## config.mk

```make
export PLATFORM = sky130hd
export DESIGN_NAME = daisy_chain_discovery_addressing
export DESIGN_NICKNAME = d
export VERILOG_FILES = /design/src/disc_pkg.sv /design/src/frame_crc_check.sv /design/src/daisy_chain_discovery_addressing.sv
export SDC_FILE = /design/constraint.sdc
export NUM_CORES = 1
export LEC_CHECK = 0
export BUFFER_PORTS_ARGS = -buffer_cell sky130_fd_sc_hd__buf_2
export CAP_MARGIN = 30
export CORE_ASPECT_RATIO = 1.5
export CORE_MARGIN = 8
export CORE_UTILIZATION = 60
export CTS_CLUSTER_SIZE = 40
export DETAILED_ROUTE_END_ITERATION = 7
export MAX_ROUTING_LAYER = met4
export PLACE_DENSITY_LB_ADDON = 0.2
export SYNTH_ARGS = -nofsm -noshare
export SYNTH_HDL_FRONTEND = slang
export SYNTH_SLANG_ARGS = --single-unit
```

## constraint.sdc

```tcl
create_clock -name ref_clk -period 2.2 [get_ports ref_clk]
set_input_delay 0.44 -clock ref_clk [delete_from_list [all_inputs] [get_ports ref_clk]]
set_output_delay 0.44 -clock ref_clk [all_outputs]
set_load 0.02 [all_outputs]
```

## src/disc_pkg.sv

```systemverilog
// constants, timing counts and state codes for the daisy-chain discovery slave
// assumes a single 25 MHz clock; every time below is converted to whole cycles here
package disc_pkg;
    // clock period and timing figures; the times are plain choices
    localparam int unsigned CLK_PERIOD_NS      = 40;
    localparam int unsigned DISC_START_TIME_US = 1000;
    localparam int unsigned DISC_PERIOD_US     = 500;
    localparam int unsigned DISC_WINDOW_END_US = 20000;
    localparam int unsigned RSP_DELAY_US       = 20;
    localparam int unsigned RAMP_TIME_US       = 40;
    localparam int unsigned HOLD_TIME_US       = 40;

    // least times round up, longest times round down, never below one cycle
    function automatic int unsigned cyc_min(input int unsigned us);
        int unsigned c;
        c = (us * 1000 + CLK_PERIOD_NS - 1) / CLK_PERIOD_NS;
        return (c < 1) ? 1 : c;
    endfunction : cyc_min

    function automatic int unsigned cyc_max(input int unsigned us);
        int unsigned c;
        c = (us * 1000) / CLK_PERIOD_NS;
        return (c < 1) ? 1 : c;
    endfunction : cyc_max

    // long counts, used as top-level parameter defaults
    localparam int unsigned DISC_START_CYC = cyc_min(DISC_START_TIME_US);
    localparam int unsigned DISC_PERIOD_CYC = cyc_min(DISC_PERIOD_US);
    localparam int unsigned DISC_WINDOW_CYC = cyc_max(DISC_WINDOW_END_US);

    // short phase counts of one discovery round
    localparam int unsigned PHASE_W = 12;
    localparam logic [PHASE_W-1:0] RSP_DELAY_CYC = PHASE_W'(cyc_min(RSP_DELAY_US));
    localparam logic [PHASE_W-1:0] RAMP_CYC      = PHASE_W'(cyc_max(RAMP_TIME_US));
    localparam logic [PHASE_W-1:0] HOLD_CYC      = PHASE_W'(cyc_min(HOLD_TIME_US));

    // timer and address widths
    localparam int unsigned TIMER_W = 20;
    localparam int unsigned ADDR_W  = 4;
    localparam logic [ADDR_W-1:0] ADDR_NONE  = 4'h0;
    localparam logic [ADDR_W-1:0] ADDR_FIRST = 4'h1;
    localparam logic [ADDR_W-1:0] ADDR_LAST  = 4'hF;

    // command frame layout, first bit received lands in bit 31
    localparam int unsigned FRAME_BITS = 32;
    localparam logic [5:0]  FRAME_LAST = 6'h1F;
    localparam logic [5:0]  FRAME_FULL = 6'h20;
    localparam int unsigned FA_MSB = 31;
    localparam int unsigned FA_LSB = 28;
    localparam int unsigned FC_MSB = 27;
    localparam int unsigned FC_LSB = 24;
    localparam int unsigned FD_MSB = 23;
    localparam int unsigned FD_LSB = 8;

    // frame check: x^8+x^5+x^3+x^2+x+1, all-ones seed
    localparam int unsigned CRC_W = 8;
    localparam logic [CRC_W-1:0] CRC_POLY = 8'h2F;
    localparam logic [CRC_W-1:0] CRC_SEED = 8'hFF;

    // discovery round states, gray along wait-delay-ramp-hold-addressed
    typedef enum logic [2:0] {
        ST_WAIT  = 3'h0,
        ST_DELAY = 3'h1,
        ST_RAMP  = 3'h3,
        ST_HOLD  = 3'h2,
        ST_ADDR  = 3'h6
    } disc_state_t;
endpackage : disc_pkg

```

## src/frame_crc_check.sv

```systemverilog
// serial frame check register for incoming command frames
// assumes bits arrive msb first, one per bitValid, and clear marks a new frame
module frame_crc_check
    import disc_pkg::*;
(
    // clock and reset
    input  wire logic             ref_clk,
    input  wire logic             sys_rst,
    // serial bit stream
    input  wire logic             clear,
    input  wire logic             bitValid,
    input  wire logic             bitIn,
    // residue, zero after a good frame
    output logic [disc_pkg::CRC_W-1:0] residue
);
    import disc_pkg::*;

    logic [CRC_W-1:0] crc_q;
    logic [CRC_W-1:0] crc_d;
    wire              feedBack = crc_q[CRC_W-1];

    // shift each bit into the low end, fold the polynomial on carry-out
    assign crc_d = {crc_q[CRC_W-2:0], bitIn} ^ (feedBack ? CRC_POLY : '0);
    assign residue = crc_q;

    // seed preset at reset and at each new frame
    always_ff @(posedge ref_clk) begin
        if (sys_rst || clear) begin
            crc_q <= CRC_SEED;
        end else if (bitValid) begin
            crc_q <= crc_d;
        end
    end
endmodule : frame_crc_check

```

## src/daisy_chain_discovery_addressing.sv

```systemverilog
// slave discovery address assignment and command frame intake
// assumes the analogue front end gives a discovery strobe, a sense comparator
// and a serial bit stream; all inputs are synchronous to ref_clk
module daisy_chain_discovery_addressing
    import disc_pkg::*;
#(
    parameter int unsigned START_CYC  = DISC_START_CYC,
    parameter int unsigned PERIOD_CYC = DISC_PERIOD_CYC,
    parameter int unsigned WINDOW_CYC = DISC_WINDOW_CYC
) (
    // clock and power-on reset
    input  wire logic                   ref_clk,
    input  wire logic                   sys_rst,
    // configuration state held elsewhere in the slave
    input  wire logic                   initDoneLock,
    input  wire logic [disc_pkg::ADDR_W-1:0] physAddrOtp,
    // discovery front end
    input  wire logic                   discCmdStrobe,
    input  wire logic                   senseAboveNominal,
    // command receiver bit stream
    input  wire logic                   frameStart,
    input  wire logic                   bitValid,
    input  wire logic                   bitIn,
    // response current control
    output logic                        respCurrentEn,
    output logic                        rampActive,
    output logic                        holdFull,
    // address state
    output logic                        addrAssigned,
    output logic [disc_pkg::ADDR_W-1:0] physAddress,
    // decoded command
    output logic                        cmdValid,
    output logic [3:0]                  cmdCode,
    output logic [15:0]                 cmdData,
    output logic                        cmdCrcError
);
    import disc_pkg::*;

    disc_state_t         state_q;
    disc_state_t         state_d;
    logic [PHASE_W-1:0]  phase_q;
    logic [TIMER_W-1:0]  porCnt_q;
    logic [TIMER_W-1:0]  sinceCmd_q;
    logic                seenCmd_q;
    logic [ADDR_W-1:0]   discCnt_q;
    logic [ADDR_W-1:0]   discAddr_q;
    logic                respCurrentEn_q;
    logic                rampActive_q;
    logic                holdFull_q;
    logic                addrAssigned_q;
    logic [ADDR_W-1:0]   physAddress_q;
    logic [FRAME_BITS-1:0] frame_q;
    logic [5:0]          bitCnt_q;
    logic                frameDone_q;
    logic                cmdValid_q;
    logic [3:0]          cmdCode_q;
    logic [15:0]         cmdData_q;
    logic                cmdCrcError_q;
    logic [CRC_W-1:0]    residue;
    logic [PHASE_W-1:0]  delaySeen_q;

    // stored address: a preset value wins, else what discovery found
    wire [ADDR_W-1:0] storedAddr = (physAddrOtp != ADDR_NONE) ? physAddrOtp : discAddr_q;
    wire eligible   = !initDoneLock && (storedAddr == ADDR_NONE);
    wire windowOpen = (porCnt_q >= TIMER_W'(START_CYC))
                   && (porCnt_q <  TIMER_W'(WINDOW_CYC));
    wire periodOk   = !seenCmd_q || (sinceCmd_q >= TIMER_W'(PERIOD_CYC));
    wire discAccept = discCmdStrobe && eligible && windowOpen && periodOk
                   && (state_q == ST_WAIT);
    wire inRound    = (state_q == ST_RAMP) || (state_q == ST_HOLD);
    wire backOff    = inRound && senseAboveNominal;
    wire delayEnd   = (state_q == ST_DELAY) && (phase_q == RSP_DELAY_CYC - 1'b1);
    wire rampEnd    = (state_q == ST_RAMP) && (phase_q == RAMP_CYC - 1'b1);
    wire holdEnd    = (state_q == ST_HOLD) && (phase_q == HOLD_CYC - 1'b1);
    wire adopt      = holdEnd && !senseAboveNominal;
    wire phaseClr   = discAccept || delayEnd || rampEnd || backOff || adopt;
    wire [ADDR_W-1:0] cntNext = (discCnt_q == ADDR_LAST) ? ADDR_LAST : discCnt_q + 1'b1;

    // round sequencing
    always_comb begin
        state_d = state_q;
        unique case (state_q)
            ST_WAIT: begin
                if (discAccept) state_d = ST_DELAY;
            end
            ST_DELAY: begin
                if (delayEnd) state_d = ST_RAMP;
            end
            ST_RAMP: begin
                if (backOff) state_d = ST_WAIT;
                else if (rampEnd) state_d = ST_HOLD;
            end
            ST_HOLD: begin
                if (backOff) state_d = ST_WAIT;
                else if (adopt) state_d = ST_ADDR;
            end
            ST_ADDR: begin
                state_d = ST_ADDR;
            end
            default: state_d = ST_WAIT;
        endcase
    end

    // state and phase counter; the phase restarts on every transition
    always_ff @(posedge ref_clk) begin
        if (sys_rst) begin
            state_q <= ST_WAIT;
            phase_q <= '0;
        end else begin
            state_q <= state_d;
            phase_q <= phaseClr ? '0 : phase_q + 1'b1;
        end
    end

    // time since power-on and since the last accepted command, both saturate
    always_ff @(posedge ref_clk) begin
        if (sys_rst) begin
            porCnt_q   <= '0;
            sinceCmd_q <= '0;
            seenCmd_q  <= 1'b0;
        end else begin
            if (porCnt_q != '1) porCnt_q <= porCnt_q + 1'b1;
            if (discAccept) begin
                sinceCmd_q <= '0;
                seenCmd_q  <= 1'b1;
            end else if (sinceCmd_q != '1) begin
                sinceCmd_q <= sinceCmd_q + 1'b1;
            end
        end
    end

    // counter starts at one and bumps when someone downstream still draws
    always_ff @(posedge ref_clk) begin
        if (sys_rst) begin
            discCnt_q  <= ADDR_FIRST;
            discAddr_q <= ADDR_NONE;
        end else begin
            if (backOff) discCnt_q <= cntNext;
            if (adopt) discAddr_q <= discCnt_q;
        end
    end

    // current drive follows the next state so it changes with it
    always_ff @(posedge ref_clk) begin
        if (sys_rst) begin
            respCurrentEn_q <= 1'b0;
            rampActive_q    <= 1'b0;
            holdFull_q      <= 1'b0;
            addrAssigned_q  <= 1'b0;
            physAddress_q   <= ADDR_NONE;
        end else begin
            respCurrentEn_q <= (state_d == ST_RAMP) || (state_d == ST_HOLD);
            rampActive_q    <= (state_d == ST_RAMP);
            holdFull_q      <= (state_d == ST_HOLD);
            addrAssigned_q  <= (state_d == ST_ADDR) || (physAddrOtp != ADDR_NONE);
            physAddress_q   <= adopt ? discCnt_q : storedAddr;
        end
    end

    // frame shift register; bits past the thirty-second are ignored
    always_ff @(posedge ref_clk) begin
        if (sys_rst || frameStart) begin
            frame_q  <= '0;
            bitCnt_q <= '0;
        end else if (bitValid && bitCnt_q != FRAME_FULL) begin
            frame_q  <= {frame_q[FRAME_BITS-2:0], bitIn};
            bitCnt_q <= bitCnt_q + 1'b1;
        end
    end

    // the check register sees exactly the bits the shift register accepts
    wire crcBitValid = bitValid && (bitCnt_q != FRAME_FULL) && !frameStart;

    frame_crc_check frame_crc_check_inst (
        .ref_clk  (ref_clk),
        .sys_rst  (sys_rst),
        .clear    (frameStart),
        .bitValid (crcBitValid),
        .bitIn    (bitIn),
        .residue  (residue)
    );

    // one frame done pulse, the cycle after the last of 32 bits
    wire lastBit  = bitValid && !frameStart && (bitCnt_q == FRAME_LAST);
    wire crcOk    = (residue == '0);
    wire addrHit  = (frame_q[FA_MSB:FA_LSB] == storedAddr);
    wire takeCmd  = frameDone_q && crcOk && addrHit;
    wire dropCrc  = frameDone_q && !crcOk;

    // command outputs; a bad check gives no command, only an error pulse
    always_ff @(posedge ref_clk) begin
        if (sys_rst) begin
            frameDone_q   <= 1'b0;
            cmdValid_q    <= 1'b0;
            cmdCrcError_q <= 1'b0;
            cmdCode_q     <= '0;
            cmdData_q     <= '0;
        end else begin
            frameDone_q   <= lastBit;
            cmdValid_q    <= takeCmd;
            cmdCrcError_q <= dropCrc;
            if (takeCmd) begin
                cmdCode_q <= frame_q[FC_MSB:FC_LSB];
                cmdData_q <= frame_q[FD_MSB:FD_LSB];
            end
        end
    end

    // outputs come straight from the flops above
    assign respCurrentEn = respCurrentEn_q;
    assign rampActive    = rampActive_q;
    assign holdFull      = holdFull_q;
    assign addrAssigned  = addrAssigned_q;
    assign physAddress   = physAddress_q;
    assign cmdValid      = cmdValid_q;
    assign cmdCode       = cmdCode_q;
    assign cmdData       = cmdData_q;
    assign cmdCrcError   = cmdCrcError_q;

    // checking aid: cycles spent in the response delay, kept apart from phase_q
    always_ff @(posedge ref_clk) begin
        if (sys_rst || state_q != ST_DELAY) begin
            delaySeen_q <= '0;
        end else begin
            delaySeen_q <= delaySeen_q + 1'b1;
        end
    end
endmodule : daisy_chain_discovery_addressing

```

==> results.cfg, run 1 <==
[place]
dp_hpwl_um = 10100
place.gp.congestion = 0.886
portBuffers = 41
dpl.cell_count = 923

[status]
status = finished clean

[timing]
maxClockFrequency_mhz = 478
fin_skew_ns = 0.00739
drv_slew = 0
setup_violations = 0
worst_slew_pin_slew_ns = 0.641
fin_crit_ns = 2.09
whs_ns = 0.304
rsz0062_at_grt = false
setup_tns_ns = 0
hold_violations = 0
max-slew-margin-rel_pct = 57.3
period_share_pct = 95.0

[finish]
final_common_cell = dfxtp_1
mostFrequentLayoutCells = 140 x dfxtp_1, 114 x nand2_1, 70 x a21oi_1
instances_no_fill = 955
antenna_cells = 0
nNetsFinal = 818
area_delta_synth_final_pct = 17.7
drive_above_1_share_pct = 19.5
final.fill_count = 840

[clock_tree]
htreeDepth = 4
clk_path_buf_depth = 2
post_cts_buffers = 0
cts_made_buffers = 17
tritoncts = yes
postCtsHoldBufs = 0
cts_sinks = 141
cts_resized = 0
cts_root_buf = clkbuf_16
clkTransAtPathRegs_ns = 0.06
clock_latency_ns = 0.42

[pwr]
vdd_drop_max_v = 0.000883
finalPower_mw = 5.95
power_density_mw_per_mm2 = 777
p_leak_nw = 2.75

[synth]
yosysWarningCount = 0
synth_edf_count = 0
ys_async_sr_fraction_pct = 0
syn_area_per_cell_um2 = 8.65
yosysUniqueCellTypes = 64
synth_nets = 772
synthCells = 752
syn_area_mm2 = 0.00650
seq_area_frac_synth_pct = 43.4
synth_flop_cell = dfxtp_1
ys_seq_elements = 141

[min_path]
hold_path.class = in -> reg

[drt]
viasPerCell = 6.05
wl_per_cell_um = 16.2
dr.pass1.iters = 6
drc = 0
drtIter0Drc = 378
ant_nets = 0
wirelength_um = 15500
vias = 5776

[critical_path]
start_kind = register
end_kind = register
path_max_fanout = 20
critPathRequiredTime_ns = 2.54
critPathKind = reg -> reg
arrival_ns = 2.43

[floorplanning]
num_rows = 46
coreArea_mm2 = 0.0106
die_w_um = 101
start_util_pct = 61.4
fp.dieH_um = 144
io_pins = 42
dieArea_mm2 = 0.0145

[global_route]
grt_max_degree = 47
grt_first_pass_wirelength_um = 26100
grt_pass1_vias = 5623
grt.total_usage_pct = 22.6
antenna_found_initial = 0
gr-total-overflow = 0

[flow_run]
maxCapViolCount = 0
-- synth_stat cells (8+ instances only) --
cell type | n | share of area, %
nor3_1 | 24 | 1.8
inv_1 | 19 | 1.1
clkbuf_1 | 36 | 2.1
nor3_2 | 26 | 4.0
nand3_1 | 20 | 1.5
nand4_1 | 32 | 3.1
a21oi_1 | 70 | 5.4
nor4_1 | 9 | 0.87
ha_1 | 8 | 1.5
o31ai_1 | 25 | 2.9
nor2_1 | 46 | 2.7
dfxtp_1 | 141 | 43
xnor2_1 | 18 | 2.4
o211ai_1 | 12 | 1.4
xor2_1 | 22 | 3.0
nand2_1 | 114 | 6.6
and4_1 | 8 | 1.1
o21ai_0 | 14 | 1.1
-- power by group --
group | switching (mW) | internal [mW] | total, mW
registers | 0.0238 | 2.58 | 2.60
logic | 0.161 | 0.0712 | 0.232
clock network | 1.16 | 1.96 | 3.11
-- sequential cells by signal, summed over array words and instances, names as in the netlist, 4 cells and up --
signal and count:
frame_crc_check_inst.residue 8, bitCnt_q 6, cmdData 16, phase_q 12
physAddress 4, cmdCode 4, frame_q 32, discAddr_q 4
discCnt_q 4, porCnt_q 20, sinceCmd_q 20
-- worst max-delay path: stages, from the launching register on --
cell	delay, ns
dfxtp_1	0.33
or4_1	0.52
nor2_1	0.28
o211a_2	0.54
nand4_1	0.16
a21oi_1	0.18
-- logic make-up (layout without fill, tap and decap cells) --
group	count (synthesis)	after routing	share of synthesized area, %
AOI/OAI and AO/OA	161	161	16.7
xor gates and xnor gates	40	40	5.39
adders and majority gates	8	8	1.54
buffers and inverters	69	128	4.50
DFF	141	141	43.4
muxes	5	5	0.827
and+or+nand+nor	328	328	27.6
-- area by class of cell --
type | instances | area [µm²] | area share (%)
clock buffer | 18 | 439 | 5.74
clock inverter | 14 | 208 | 2.71
inverter | 19 | 71.3 | 0.931
multi-input combinational | 542 | 3410 | 44.5
sequential | 141 | 2820 | 36.9
tap | 144 | 180 | 2.35
timing repair buffer | 77 | 528 | 6.90
-- per-layer routing --
metal | up-vias | GRT usage (%) | routed length, µm
met5 | - | - | 0
met2 | 170 | 40.3 | 8430
met4 | 0 | 8.98 | 259
met3 | 27 | 4.55 | 682
li1 | 2806 | - | -
met1 | 2773 | 23.8 | 6110
-- metrics by stage --
stage               cell area, µm²  worst slack (ns)  utilization [%]
floorplan                     6500             0.373                -
global placement              7000            0.0530             66.1
detailed placement            7000            0.0226             66.1
CTS                           7650            0.0135             72.2
global route                  7660            0.0188             72.3
finish                        7660             0.110             72.3
-- worst paths after layout --
| check | startpoint | slack [ns] | cells past startpoint | endpoint |
|---|---|---|---|---|
| worst min-delay path | bitIn | 0.30 | 3 | frame_q[0] |
| worst max-delay path | frame_crc_check_inst.residue[2] | 0.11 | 5 | cmdData[4] |
| worst max register to register | frame_crc_check_inst.residue[2] | 0.11 | 5 | cmdData[4] |
| worst min register to register | frame_q[4] | 0.45 | 2 | frame_q[5] |
Note: power is estimated with default switching activity, not from simulation.
==> inputs of run 2 (changes only) <==
Settings changed: CTS_BUF_LIST set to sky130_fd_sc_hd__clkbuf_4.
==> run 2 against run 1 <==
  * Worst setup slack lost 0.0030 ns
  * Cell area shrank 4.0%
  * Power shrank 20%
  * Core utilization shrank 2.9 points
  * Critical path depth grew 2
  * Sequential power is essentially flat
  * Via count shrank 1.8%
  * Die area is the same
  * Largest cell class unchanged
  * Clock skew grew 0.0069 ns
  * Sequential cell count is the same
==> results.cfg, run 2 (same netlist as run 1, synthesis figures left out) <==
[clock_tree]
cts_root_buf = clkbuf_4
htreeDepth = 4
cts_sinks = 141
clk_path_buf_depth = 2
tritoncts = yes
clkTransAtPathRegs_ns = 0.12
cts_made_buffers = 17
clock_latency_ns = 0.53
post_cts_buffers = 0

[floorplanning]
start_util_pct = 61.4
fp.dieH_um = 144
num_rows = 46
coreArea_mm2 = 0.0106
io_pins = 42
die_w_um = 101
dieArea_mm2 = 0.0145

[critical_path]
ff2ff_path_depth = 7
critPathKind = reg -> reg
crit_chain = o31ai_1, a2111o_1, a221oi_2, buf_4, a311oi_4, buf_12, a2111oi_2
end_kind = register
path_max_fanout = 16
critPathRequiredTime_ns = 2.63
start_kind = register
crit_path_top_delay_cell = dfxtp_1
arrival_ns = 2.52
slowest_delay_ns = 0.46

[min_path]
hold_path.class = in -> reg
hold_path_depth = 3

[finish]
reg_top3 = frame_q: 32 flops, porCnt_q: 20 flops, sinceCmd_q: 20 flops
final_area_mm2 = 0.00735
final.fill_count = 898
mostFrequentLayoutCells = 140 x dfxtp_1, 114 x nand2_1, 70 x a21oi_1
antenna_cells = 0
top_register = frame_q
nNetsFinal = 818
instances_no_fill = 955
area_delta_synth_final_pct = 13.1
final_common_cell = dfxtp_1
largest_reg_flops = 32
drive_above_1_share_pct = 19.4

[place]
portBuffers = 41
dpl.cell_count = 923
place_area_mm2 = 0.00700
dp_hpwl_um = 10100
place.gp.congestion = 0.886

[timing]
period_share_pct = 95.2
setup_tns_ns = 0
fin_crit_ns = 2.09
whs_ns = 0.183
rsz0062_at_grt = true
hold_violations = 0
maxClockFrequency_mhz = 478
fin_skew_ns = 0.0143
max-slew-margin-rel_pct = 56.3
drv_slew = 0
setup_violations = 0
worst_slew_pin_slew_ns = 0.656

[drt]
viasPerCell = 5.94
vias = 5674
wl_per_cell_um = 15.5
dr.pass1.iters = 5
ant_nets = 0
drtIter0Drc = 329
drc = 0
wirelength_um = 14800

[global_route]
grt_first_pass_wirelength_um = 25300
grt_pass1_vias = 5540
grt_max_degree = 47
antenna_found_initial = 0
grt.total_usage_pct = 21.9
gr-total-overflow = 0

[pwr]
p_leak_nw = 2.61
power_density_mw_per_mm2 = 647
vdd_drop_max_v = 0.000575

[flow_run]
maxCapViolCount = 0

[status]
status = finished clean
[run 2: path summary, 6_finish.rpt]
path | from | to | slack [ns]
min | bitIn | frame_q[0] | 0.18
max reg2reg | porCnt_q[5] | sinceCmd_q[16] | 0.11
max | porCnt_q[5] | sinceCmd_q[16] | 0.11
min reg2reg | frame_q[4] | frame_q[5] | 0.46
[run 2: where the power goes]
part | internal [mW] | total, mW | switching (mW)
clock network | 0.924 | 1.93 | 1.00
logic | 0.0717 | 0.231 | 0.160
registers | 2.58 | 2.60 | 0.0233
[run 2: through the flow]
| stage | util, % | worst slack [ns] | total power [mW] |
|---|---|---|---|
| floorplan | - | 0.373 | 2.81 |
| global placement | 66.1 | 0.0530 | 2.88 |
| detailed placement | 66.1 | 0.0226 | 2.89 |
| CTS | 69.3 | 0.0533 | 4.80 |
| global route | 69.4 | -0.00766 | 4.94 |
| finish | 69.4 | 0.107 | 4.76 |
[run 2: cell type report]
cell class | instances | area (µm²) | share of cell area [%]
Multi-Input combinational cell | 542 | 3410 | 46.4
Sequential cell | 141 | 2820 | 38.4
Timing Repair Buffer | 77 | 528 | 7.18
Clock inverter | 15 | 211 | 2.88
Tap cell | 144 | 180 | 2.45
Clock buffer | 17 | 128 | 1.74
Inverter | 19 | 71.3 | 0.970
[run 2: critical path, delay by kind of cell (launching register included)]
| kind | cells | cell delay (ns) |
|---|---|---|
| AOI/OAI and AO/OA | 5 | 1.15 |
| DFF | 1 | 0.46 |
| buffers and inverters | 2 | 0.37 |
[run 2: timing repair]
action,in CTS,in global routing
endpoints found under the setup margin,0,23
resized for setup,0,5
hold buffers,0,0
[run 2: per-layer routing]
layer / up-vias / GRT usage, % / wire, µm
li1: 2799 / - / -
met1: 2716 / 23.2 / 5950
met2: 135 / 38.1 / 8030
met3: 24 / 5.18 / 572
met4: 0 / 9.14 / 247
met5: - / - / 0
